===== config.mk =====
export PLATFORM = sky130hd
export DESIGN_NAME = dac_output_config_slew
export DESIGN_NICKNAME = d
export VERILOG_FILES = /design/src/dac_cfg_pkg.sv /design/src/slew_if.sv /design/src/slew_engine.sv /design/src/dac_output_config_slew.sv
export SDC_FILE = /design/constraint.sdc
export NUM_CORES = 1
export LEC_CHECK = 0
export BUFFER_PORTS_ARGS = -buffer_cell sky130_fd_sc_hd__buf_4
export CAP_MARGIN = 20
export CELL_PAD_IN_SITES_DETAIL_PLACEMENT = 0
export CELL_PAD_IN_SITES_GLOBAL_PLACEMENT = 1
export CORE_MARGIN = 4
export CORE_UTILIZATION = 30
export CTS_BUF_LIST = sky130_fd_sc_hd__clkbuf_4 sky130_fd_sc_hd__clkbuf_8
export CTS_CLUSTER_SIZE = 24
export DETAILED_ROUTE_END_ITERATION = 7
export HOLD_SLACK_MARGIN = 0.02
export PLACE_DENSITY = 0.58
export SLEW_MARGIN = 15
export SYNTH_ARGS = -nofsm -noshare
export SYNTH_HDL_FRONTEND = slang
export SYNTH_SLANG_ARGS = --single-unit

===== constraint.sdc =====
create_clock -name clk -period 141.2 [get_ports clk]
set_input_delay 21.18 -clock clk [delete_from_list [all_inputs] [get_ports clk]]
set_output_delay 21.18 -clock clk [all_outputs]
set_load 0.02 [all_outputs]

===== src/dac_cfg_pkg.sv =====
// constants for the output configuration and slew block
// assumes a 50 MHz system clock and a 24-bit serial frame
package dac_cfg_pkg;
    localparam int FRAME_BITS = 24;
    localparam logic [4:0] CFG_ADDR = 5'h06;
    localparam logic [23:0] CFG_RESET_WORD = 24'h06_0C00;
    localparam int READ_BIT = 23;
    localparam int FAULT_BIT = 21;
    localparam int ADDR_HI = 20;
    localparam int ADDR_LO = 16;
    localparam int STEP_HI = 15;
    localparam int STEP_LO = 13;
    localparam int RATE_HI = 12;
    localparam int RATE_LO = 9;
    localparam int SLEW_ON_BIT = 8;
    localparam int RSET_BIT = 7;
    localparam int OUT_EN_BIT = 6;
    localparam int BUF_PWR_BIT = 5;
    localparam int OVRNG_BIT = 4;
    localparam int RANGE_HI = 3;
    localparam int RANGE_LO = 0;
    localparam int CODE_W = 16;
    localparam int DIV_W = 24;
    localparam int CLK_HZ_DEFAULT = 50_000_000;
    localparam int CAL_REFRESH_CYCLES_DEFAULT = 1000;

    function automatic logic [CODE_W-1:0] step_lsb(input logic [2:0] code);
        logic [CODE_W-1:0] s;
        s = 16'h0004;
        case (code)
            3'h0: s = 16'h0004;
            3'h1: s = 16'h000C;
            3'h2: s = 16'h0040;
            3'h3: s = 16'h0078;
            3'h4: s = 16'h0100;
            3'h5: s = 16'h01F4;
            3'h6: s = 16'h071C;
            default: s = 16'h0800;
        endcase
        return s;
    endfunction

    function automatic int rate_hz(input logic [3:0] code);
        int f;
        f = 16000;
        case (code)
            4'h0: f = 240000;
            4'h1: f = 200000;
            4'h2: f = 150000;
            4'h3: f = 128000;
            4'h4: f = 64000;
            4'h5: f = 32000;
            4'h6: f = 16000;
            4'h7: f = 8000;
            4'h8: f = 4000;
            4'h9: f = 2000;
            4'hA: f = 1000;
            4'hB: f = 512;
            4'hC: f = 256;
            4'hD: f = 128;
            4'hE: f = 64;
            default: f = 16;
        endcase
        return f;
    endfunction
endpackage


===== src/slew_if.sv =====
// carrier between the register block and the slew engine
// assumes one clock domain shared by both ends
`timescale 1ns/1ps
interface slew_if;
    logic [2:0] step_code;
    logic [3:0] rate_code;
    logic slew_on;
    logic [15:0] target;
    logic target_load;
    logic clear_event;
    logic immediate_clear;
    logic [15:0] clear_code;
    logic [15:0] dac_code;
    modport cfg (output step_code, rate_code, slew_on, target, target_load,
                 output clear_event, immediate_clear, clear_code, input dac_code);
    modport eng (input step_code, rate_code, slew_on, target, target_load,
                 input clear_event, immediate_clear, clear_code, output dac_code);
endinterface


===== src/slew_engine.sv =====
// digital slew engine: steps the working code toward the held target
// assumes clk at CLK_HZ and synchronous active-low reset
`timescale 1ns/1ps
module slew_engine #(
    parameter int CLK_HZ = dac_cfg_pkg::CLK_HZ_DEFAULT
) (
    input wire logic clk,
    input wire logic rst_n,
    slew_if.eng s
);
    localparam int DW = dac_cfg_pkg::DIV_W;

    logic [dac_cfg_pkg::DIV_W-1:0] div_ff, nxt_div;
    logic [15:0] held_ff, nxt_held;
    logic [15:0] code_ff, nxt_code;
    logic [dac_cfg_pkg::DIV_W-1:0] div_end;
    logic tick;
    logic [15:0] step;
    logic [15:0] gap;

    assign s.dac_code = code_ff;

    always_comb begin
        div_end = DW'(CLK_HZ / dac_cfg_pkg::rate_hz(s.rate_code) - 1);
        tick = (div_ff >= div_end);
        nxt_div = tick ? '0 : div_ff + 1'b1;
        step = dac_cfg_pkg::step_lsb(s.step_code);
        nxt_held = held_ff;
        nxt_code = code_ff;
        gap = '0;
        if (s.clear_event) begin
            nxt_held = s.clear_code;
        end else if (s.target_load) begin
            nxt_held = s.target;
        end
        if (s.clear_event && s.immediate_clear) begin
            nxt_code = s.clear_code;
        end else if (!s.slew_on) begin
            nxt_code = held_ff;
        end else if (tick) begin
            if (held_ff > code_ff) begin
                gap = held_ff - code_ff;
                nxt_code = (gap <= step) ? held_ff : code_ff + step;
            end else if (held_ff < code_ff) begin
                gap = code_ff - held_ff;
                nxt_code = (gap <= step) ? held_ff : code_ff - step;
            end
        end
    end

    always_ff @(posedge clk) begin
        if (!rst_n) begin
            div_ff <= '0;
            held_ff <= '0;
            code_ff <= '0;
        end else begin
            div_ff <= nxt_div;
            held_ff <= nxt_held;
            code_ff <= nxt_code;
        end
    end
endmodule


===== src/dac_output_config_slew.sv =====
// serial configuration register of the output DAC with slew control
// assumes serial pins synchronous to clk and sclk well below clk/4
//
// Functional notes
// - config register resets to 0x060C00, address 0x06, rate code 6.
// - readback bit 21 is live fault pin, bits 20:16 the address.
// - step field 15:13 picks 4 to 2048 LSB per slew update.
// - rate field 12:9 picks update rate, 240 kHz down to 16 Hz.
// - bit 8 turns slew limiting on; default off.
// - bit 7 selects external set resistor; clear selects internal.
// - bit 6 enables the output terminal; default disabled.
// - bit 5 powers converter core and amplifiers, not the output.
// - bit 4 enables 20 percent voltage overrange; default off.
// - bits 3:0 select output range; voltage low, current 1000-1101.
// - changing range starts calibration refresh, flagged pending until done.
// - immediate clear loads clear code at once, bypassing slew.
`timescale 1ns/1ps
module dac_output_config_slew #(
    parameter int CLK_HZ = dac_cfg_pkg::CLK_HZ_DEFAULT,
    parameter int CAL_REFRESH_CYCLES = dac_cfg_pkg::CAL_REFRESH_CYCLES_DEFAULT
) (
    input wire logic clk,
    input wire logic rst_n,
    input wire logic sclk,
    input wire logic sync_n,
    input wire logic sdi,
    output logic sdo,
    input wire logic fault_pin_level,
    input wire logic [15:0] target_code,
    input wire logic target_load,
    input wire logic clear_event,
    input wire logic immediate_clear_on,
    input wire logic [15:0] clear_code,
    output logic [15:0] dac_code,
    output logic [2:0] slew_step_size,
    output logic [3:0] slew_update_rate,
    output logic slew_limit_on,
    output logic external_set_resistor_sel,
    output logic output_enable,
    output logic buffer_power_up,
    output logic voltage_overrange_on,
    output logic [3:0] output_range,
    output logic calibration_refresh_pending
);
    localparam int FB = dac_cfg_pkg::FRAME_BITS;
    localparam logic [4:0] FRAME_CNT = 5'(dac_cfg_pkg::FRAME_BITS);
    localparam logic [15:0] CFG_RESET = dac_cfg_pkg::CFG_RESET_WORD[15:0];
    localparam int RW = $clog2(CAL_REFRESH_CYCLES + 1);

    logic sclk_d_ff, nxt_sclk_d;
    logic sync_d_ff, nxt_sync_d;
    logic [4:0] cnt_ff, nxt_cnt;
    logic [FB-1:0] rx_ff, nxt_rx;
    logic [FB-1:0] tx_ff, nxt_tx;
    logic [15:0] cfg_ff, nxt_cfg;
    logic pend_ff, nxt_pend;
    logic [RW-1:0] ref_ff, nxt_ref;
    logic sclk_rise, sclk_fall, frame_end;
    logic [4:0] addr;
    logic [15:0] rd_data;

    slew_if sif ();

    assign sif.step_code = cfg_ff[dac_cfg_pkg::STEP_HI:dac_cfg_pkg::STEP_LO];
    assign sif.rate_code = cfg_ff[dac_cfg_pkg::RATE_HI:dac_cfg_pkg::RATE_LO];
    assign sif.slew_on = cfg_ff[dac_cfg_pkg::SLEW_ON_BIT];
    assign sif.target = target_code;
    assign sif.target_load = target_load;
    assign sif.clear_event = clear_event;
    assign sif.immediate_clear = immediate_clear_on;
    assign sif.clear_code = clear_code;

    slew_engine #(
        .CLK_HZ(CLK_HZ)
    ) u_slew (
        .clk(clk),
        .rst_n(rst_n),
        .s(sif)
    );

    assign dac_code = sif.dac_code;
    assign sdo = tx_ff[FB-1];
    assign slew_step_size = cfg_ff[dac_cfg_pkg::STEP_HI:dac_cfg_pkg::STEP_LO];
    assign slew_update_rate = cfg_ff[dac_cfg_pkg::RATE_HI:dac_cfg_pkg::RATE_LO];
    assign slew_limit_on = cfg_ff[dac_cfg_pkg::SLEW_ON_BIT];
    assign external_set_resistor_sel = cfg_ff[dac_cfg_pkg::RSET_BIT];
    assign output_enable = cfg_ff[dac_cfg_pkg::OUT_EN_BIT];
    assign buffer_power_up = cfg_ff[dac_cfg_pkg::BUF_PWR_BIT];
    assign voltage_overrange_on = cfg_ff[dac_cfg_pkg::OVRNG_BIT];
    assign output_range = cfg_ff[dac_cfg_pkg::RANGE_HI:dac_cfg_pkg::RANGE_LO];
    assign calibration_refresh_pending = pend_ff;

    always_comb begin
        nxt_sclk_d = sclk;
        nxt_sync_d = sync_n;
        sclk_rise = sclk && !sclk_d_ff && !sync_n;
        sclk_fall = !sclk && sclk_d_ff && !sync_n;
        frame_end = sync_n && !sync_d_ff && (cnt_ff == FRAME_CNT);
        addr = rx_ff[dac_cfg_pkg::ADDR_HI:dac_cfg_pkg::ADDR_LO];
        rd_data = (addr == dac_cfg_pkg::CFG_ADDR) ? cfg_ff : '0;
        nxt_cnt = cnt_ff;
        nxt_rx = rx_ff;
        nxt_tx = tx_ff;
        nxt_cfg = cfg_ff;
        nxt_pend = pend_ff;
        nxt_ref = ref_ff;
        if (sync_n) begin
            nxt_cnt = '0;
        end else if (sclk_rise) begin
            nxt_rx = {rx_ff[FB-2:0], sdi};
            if (cnt_ff != FRAME_CNT) begin
                nxt_cnt = cnt_ff + 1'b1;
            end
        end
        if (sclk_fall) begin
            nxt_tx = {tx_ff[FB-2:0], 1'b0};
        end
        if (pend_ff) begin
            if (ref_ff == '0) begin
                nxt_pend = 1'b0;
            end else begin
                nxt_ref = ref_ff - 1'b1;
            end
        end
        if (frame_end) begin
            nxt_tx = '0;
            if (rx_ff[dac_cfg_pkg::READ_BIT]) begin
                nxt_tx[dac_cfg_pkg::FAULT_BIT] = fault_pin_level;
                nxt_tx[dac_cfg_pkg::ADDR_HI:dac_cfg_pkg::ADDR_LO] = addr;
                nxt_tx[dac_cfg_pkg::CODE_W-1:0] = rd_data;
            end else if (addr == dac_cfg_pkg::CFG_ADDR && !pend_ff) begin
                nxt_cfg = rx_ff[dac_cfg_pkg::CODE_W-1:0];
                if (rx_ff[dac_cfg_pkg::RANGE_HI:dac_cfg_pkg::RANGE_LO] !=
                    cfg_ff[dac_cfg_pkg::RANGE_HI:dac_cfg_pkg::RANGE_LO]) begin
                    nxt_pend = 1'b1;
                    nxt_ref = RW'(CAL_REFRESH_CYCLES - 1);
                end
            end
        end
    end

    always_ff @(posedge clk) begin
        if (!rst_n) begin
            sclk_d_ff <= 1'b0;
            sync_d_ff <= 1'b1;
            cnt_ff <= '0;
            rx_ff <= '0;
            tx_ff <= '0;
            cfg_ff <= CFG_RESET;
            pend_ff <= 1'b0;
            ref_ff <= '0;
        end else begin
            sclk_d_ff <= nxt_sclk_d;
            sync_d_ff <= nxt_sync_d;
            cnt_ff <= nxt_cnt;
            rx_ff <= nxt_rx;
            tx_ff <= nxt_tx;
            cfg_ff <= nxt_cfg;
            pend_ff <= nxt_pend;
            ref_ff <= nxt_ref;
        end
    end
endmodule


# Word-level counts from Yosys, hierarchy flattened
# Memory sizes are Yosys's and may differ from the RTL's. A register that Yosys moved wholly into a read port is not among the register bits.
# Index checks and enable logic that the tools add are counted.
# op_classes
addsub	8
multipliers	0
div	1
n_lt_le_gt_ge	5
n_eq_ne	12
shift	0
n_mux	28
bitwise	3
n_reduce_logical	24
# ops
operator	count
16-bit two-way mux	10
12-bit one-hot mux with 7 select lines	1
22-bit two-way mux	3
10-bit two-way mux	6
27-bit by 32-bit divider with 32-bit output (first input constant)	1
16-bit by 12-bit <= comparator with 1-bit output	2
16-bit subtractor	2
24-bit by 1-bit adder with 24-bit output (second input constant)	1
24-bit greater-or-equal comparator	1
24-bit by 2-bit subtractor with 24-bit output (second input constant)	1
16-bit by 12-bit adder with 16-bit output	1
16-bit > comparator	1
16-bit less-than comparator	1
16-bit by 12-bit subtractor with 16-bit output	1
10-bit logical NOT	1
10-bit by 1-bit subtractor with 10-bit output (second input constant)	1
3-bit equality test (second input constant)	3
1-bit logical AND	8
4-bit two-way mux	2
3-bit by 2-bit equality test with 1-bit output (second input constant)	2
1-bit two-way mux	6
2-bit AND reduction	3
2-bit OR reduction	3
5-bit by 1-bit adder with 5-bit output (second input constant)	1
other kinds (12)	19
# word_totals
reg_bits	138
latchBits	0
ram_bits	0
rom_bits	240
output_inout_bits	34
elab_cells	94
mem_count	1
# memory_table
memory	depth	width	rd	rd_ports_with_merged_regs	wr	line_no	text
(no name shown)	16	15	1	1	0	dac_cfg_pkg.sv:46	case (code)

# Longest topological paths before layout
# depth
ltp_word	9
depth_mapped	432
depth_no_buf	396

# Hierarchy
# From an unflattened synthesis, not the netlist that was laid out.
# unflattened
cells_unflattened	4106
hier_area_um2	29510.8
# modules_own_cells
module	instances	cells_each	area_each_um2
slew_engine	1	3720	26218.9
dac_output_config_slew	1	386	3291.9

# Worst setup path before layout
# No wires, ideal clock.
# synth_path
kind	register to register
startpoint	register (tool-made name)
endpoint	register u_slew.code_ff[14], in the netlist u_slew.s.dac_code[14]
setup_ns	0.122
t_arrival_ns	73.580
path_slack_ns	67.498
stages_incl_launch_ff	404
period_less_slack_ns	73.702
path_cell_list	dfxtp_1 -> buf_2 -> inv_1 -> ha_1 -> nand3b_1 -> a21oi_1 -> a22oi_1 -> nor2_1 -> ha_1 -> o21a_1 -> o31a_1 -> or2_1 -> and3_1 -> ha_1 -> nor2b_1 -> o31ai_1 -> a211o_1 -> nor2_2 -> [... 368 more ...] -> nand2b_1 -> a21oi_1 -> o31ai_1 -> a21o_1 -> a21oi_1 -> nor2b_1 -> o21ai_0 -> nand2b_1 -> a21oi_1 -> nor2b_1 -> o21ai_0 -> nand2b_1 -> a21oi_1 -> o21bai_1 -> nand3_1 -> clkbuf_1 -> o221ai_1 -> a21oi_1
# synth_rtl
element	line_no	text
to (signal assigned)	slew_engine.sv:59	code_ff <= nxt_code;
to (decl)	slew_engine.sv:15	logic [15:0] code_ff, nxt_code;

==> results.md <==
Run status:
- The flow ran to the end, and the final reports show no timing, DRC or antenna violations.

Layout:
- The most common library cell in the layout ignoring fill and taps is sky130_fd_sc_hd__nor2_1.
- The repair_antennas step left the layout with diodes totalling 0.
- The final layout contains 4661 nets.
- The total area of multi-input combinational cells is 25400 sq um.
- The number of inserted filler cells in the final layout is 10670.
- The finished cells cover 32100 sq um.
- In the final layout, flip-flops and latches occupy 3064 sq um.
- Compared with the post-synthesis result, the final layout area differs by 8.008%.
- The share of final-layout standard cells stronger than drive strength 1 is 8.651%.
- The top cell types in the final layout, fill and taps aside, are sky130_fd_sc_hd__nor2_1 (458), sky130_fd_sc_hd__nand2_1 (432), sky130_fd_sc_hd__a21oi_1 (419), sky130_fd_sc_hd__ha_1 (410), sky130_fd_sc_hd__o21ai_0 (234).

Clocking:
- Hold repair after CTS inserted 0 buffers.
- The number of buffers inserted during clock tree synthesis is 17.
- The number of cells upsized or downsized after cts is 0.
- The total setup buffers inserted after CTS is 0.
- The clock passes through at most 2 buffers.
- The TritonCTS clock tree is built.
- The tree is rooted in a sky130_fd_sc_hd__clkbuf_8.
- After clock tree synthesis, the clock-pin slew on the worst setup and hold paths is 0.09 ns.
- At the later pin of the worst-skew pair, clock insertion delay measures 0.52 ns.
- CTS built an H-tree with a depth of 4.
- The count of clock tree sinks is 153.

Pwr:
- The total power draw is 0.1028 mW.
- The worst-case IR drop observed on VDD is 8.659 uV.
- The areal power density over the cells is 3.203 nW/um^2.
- For this design the static power due to leakage is 13.53 nW.

Timing:
- In this run the tightest slew margin relative to its limit is 30.36%.
- The final worst hold slack is 0.4583 ns.
- Between clock sinks in the finished design, the worst skew comes to 0.01549 ns.
- The number of hold violations in the final report is 0.
- The setup slack after layout is 58.34 ns.
- The max-slew violation count is 0.
- For the finished layout, the period the worst path requires is 82.86 ns.
- After routing, the total negative slack on setup checks comes to 0 ns.
- The final period utilization is 58.68%.
- The number of setup violations in the final report is 0.
- Setup repair after global routing left no endpoint under its margin.
- At the pin with the least slew margin, the transition time is 1.039 ns.
- The timing-limited maximum frequency is 0.01207 GHz.

Die:
- Measured along the y axis, the die boundary spans 322.7 microns.
- The die covers 104200 sq um.
- The count of standard-cell rows is 115.
- The number of I/O pins is 75.
- The initial utilization of the core area, before any placement, comes to 30.24%.
- The die outline width is 322.7 microns.
- The region available for standard cell placement spans 98280 sq um.

Worst setup path:
- Along the worst path, the maximum fanout reaches 43.
- Data on the critical path is required at its endpoint by 141.60 ns.
- The critical path endpoint category is a flip-flop.
- STA puts the critical path data arrival time at 83.25 ns.
- The class of the most critical setup path is flip-flop to flip-flop.
- The master of the slowest instance on the critical path is sky130_fd_sc_hd__nor3_2.
- The depth of the most critical reg-to-reg path is 379.
- The kind of launch point of the worst setup path is a flip-flop.
- In this design, the critical path's most frequently occurring cell is sky130_fd_sc_hd__o21ai_0.
- The worst stage delay on the critical path is 0.84 ns.

Global routing:
- The first global-routing pass estimated 163200 microns of wire.
- The number of antenna violations at the first check in global routing is 0.
- Entering global routing, the biggest net connects 48 pins.
- Global routing used 19.58% of the available tracks across all layers.
- The number of global-route vias before repair is 28490.
- The total overflow left after global routing is 0.

Synth:
- The netlist uses 115 different library cells.
- The synthesized area per cell is 7.050 sq um.
- The proportion of synthesized chip area in sequential cells is 10.31%.
- The async set or reset register ratio after synthesis is 0%.
- The register bit total from synthesis is 153.
- The cell area that synthesis handed to floorplanning was 29720 sq um.
- Counting flops with a built-in enable in the synthesized netlist gives 0.
- The net count after synthesis is 4670.
- For this run, the number of Yosys warnings is 0.
- For this run, the leading register cell type out of synthesis is sky130_fd_sc_hd__dfxtp_1.
- The gate count of the mapped netlist is 4215.

Min path:
- The worst hold path was traced through 2 stages.
- The type of the tightest min-delay check is flip-flop to flip-flop.

Job:
- Max-cap violations in this run came to 0.

Placement:
- The global placement routability congestion is 0.8609.
- The placed wire-length estimate is 81500 microns.
- The number of I/O port buffers is 74.
- The worst setup slack after placement is 58.61 ns.
- After detailed placement, the total cell area comes to 31670 sq um.

Drt:
- For this run, the detailed router's first-pass iteration total came to 5.
- After detailed routing, the total wire length is 104900 microns.
- The detailed router placed 30180 vias in this run.
- Dividing the detail-routed wire length by the instance count gives 19.05 microns.
- The remaining design rule violation count is 0.
- Using the TritonRoute via totals, the vias-per-cell ratio works out to 5.481.
- The remaining antenna violation count after routing is 0.
- The iteration-0 DRC count of the detailed router is 1953.
[report_power, final]
part / switching, mW / internal [mW] / total, mW
sequential: 0.00125 / 0.0438 / 0.0451
clock: 0.0188 / 0.0172 / 0.0360
combinational: 0.0126 / 0.00913 / 0.0217
total: 0.0326 / 0.0702 / 0.103
[registers in the layout, summed over array words and instances (netlist names), named ones only]
name                         cells
rx_ff                           24
tx_ff                           24
u_slew.div_ff                   24
cfg_ff                          16
u_slew.held_ff                  16
u_slew.s.dac_code               16
ref_ff                          10
cnt_ff                           5
calibration_refresh_pending      1
sclk_d_ff                        1
sync_d_ff                        1
[worst paths after layout]
| check | start | endpoint | slack [ns] |
|---|---|---|---|
| min | rx_ff[21] | rx_ff[22] | 0.46 |
| max reg2reg | flip-flop | u_slew.s.dac_code[15] | 58.34 |
| max | flip-flop | u_slew.s.dac_code[15] | 58.34 |
| min reg2reg | rx_ff[21] | rx_ff[22] | 0.46 |
[kinds of logic (layout without fill, tap and decap cells)]
kind of cell,after synthesis,count (layout),share of synthesized area [%]
xor+xnor,252,252,7.427
mux,122,122,4.451
compound gates,1367,1367,30.32
simple gates,1567,1567,25.55
fa+ha+maj,414,414,17.53
flops,153,153,10.31
buf+inv,339,343,4.392
other cells,1,1,0.01262
[critical path: cells and delay by family, from the launching register on]
kind	cells	cell delay, ns
compound gates	204	41.29
simple gates	118	22.85
fa+ha+maj	29	9.41
buf+inv	18	4.89
mux	8	2.93
flops	1	0.62
xor+xnor	2	0.58
[final cells by class]
cell class                 instances  share of cell area [%]
timing repair buffer             118                   2.760
multi-input combinational       3723                   79.13
sequential                       153                   9.547
clock buffer                      20                  0.8576
clock inverter                    12                  0.4327
tap                             1287                   5.017
inverter                         193                   2.257
[synthesized netlist by cell type (45+ instances only)]
master | instances | area share, %
sky130_fd_sc_hd__nor2_1 | 458 | 5.8
sky130_fd_sc_hd__nand2_1 | 432 | 5.5
sky130_fd_sc_hd__a21oi_1 | 419 | 7.1
sky130_fd_sc_hd__ha_1 | 410 | 17
sky130_fd_sc_hd__o21ai_0 | 234 | 3.9
sky130_fd_sc_hd__inv_1 | 184 | 2.3
sky130_fd_sc_hd__dfxtp_1 | 153 | 10
sky130_fd_sc_hd__xnor2_1 | 152 | 4.5
sky130_fd_sc_hd__nor3_1 | 122 | 2.1
sky130_fd_sc_hd__o21a_1 | 119 | 3.0
sky130_fd_sc_hd__clkbuf_1 | 111 | 1.4
sky130_fd_sc_hd__xor2_1 | 100 | 2.9
sky130_fd_sc_hd__nand3_1 | 99 | 1.7
sky130_fd_sc_hd__a21o_1 | 90 | 2.3
sky130_fd_sc_hd__nand2b_1 | 90 | 1.9
sky130_fd_sc_hd__mux2_2 | 73 | 2.8
sky130_fd_sc_hd__o31ai_1 | 67 | 1.7
sky130_fd_sc_hd__nor2b_1 | 58 | 1.2
sky130_fd_sc_hd__and2_1 | 50 | 1.1
sky130_fd_sc_hd__mux2i_1 | 45 | 1.5
[per-stage QoR]
stage          std cells  util [%]
2_1_floorplan       4215         -
3_3_place_gp        5472     32.21
3_5_place_dp        5472     32.22
4_1_cts             5504     32.64
5_1_grt             5506     32.66
6_report            5506     32.66
[routing by layer]
| layer | routed length, microns | GRT usage [%] | vias to the layer above |
|---|---|---|---|
| li1 | - | - | 15440 |
| met1 | 51450 | 27.26 | 14090 |
| met2 | 47690 | 32.61 | 563 |
| met3 | 3669 | 2.234 | 93 |
| met4 | 2082 | 4.139 | 0 |
| met5 | 0 | 0 | - |
Power figures use the tool's default switching activity.
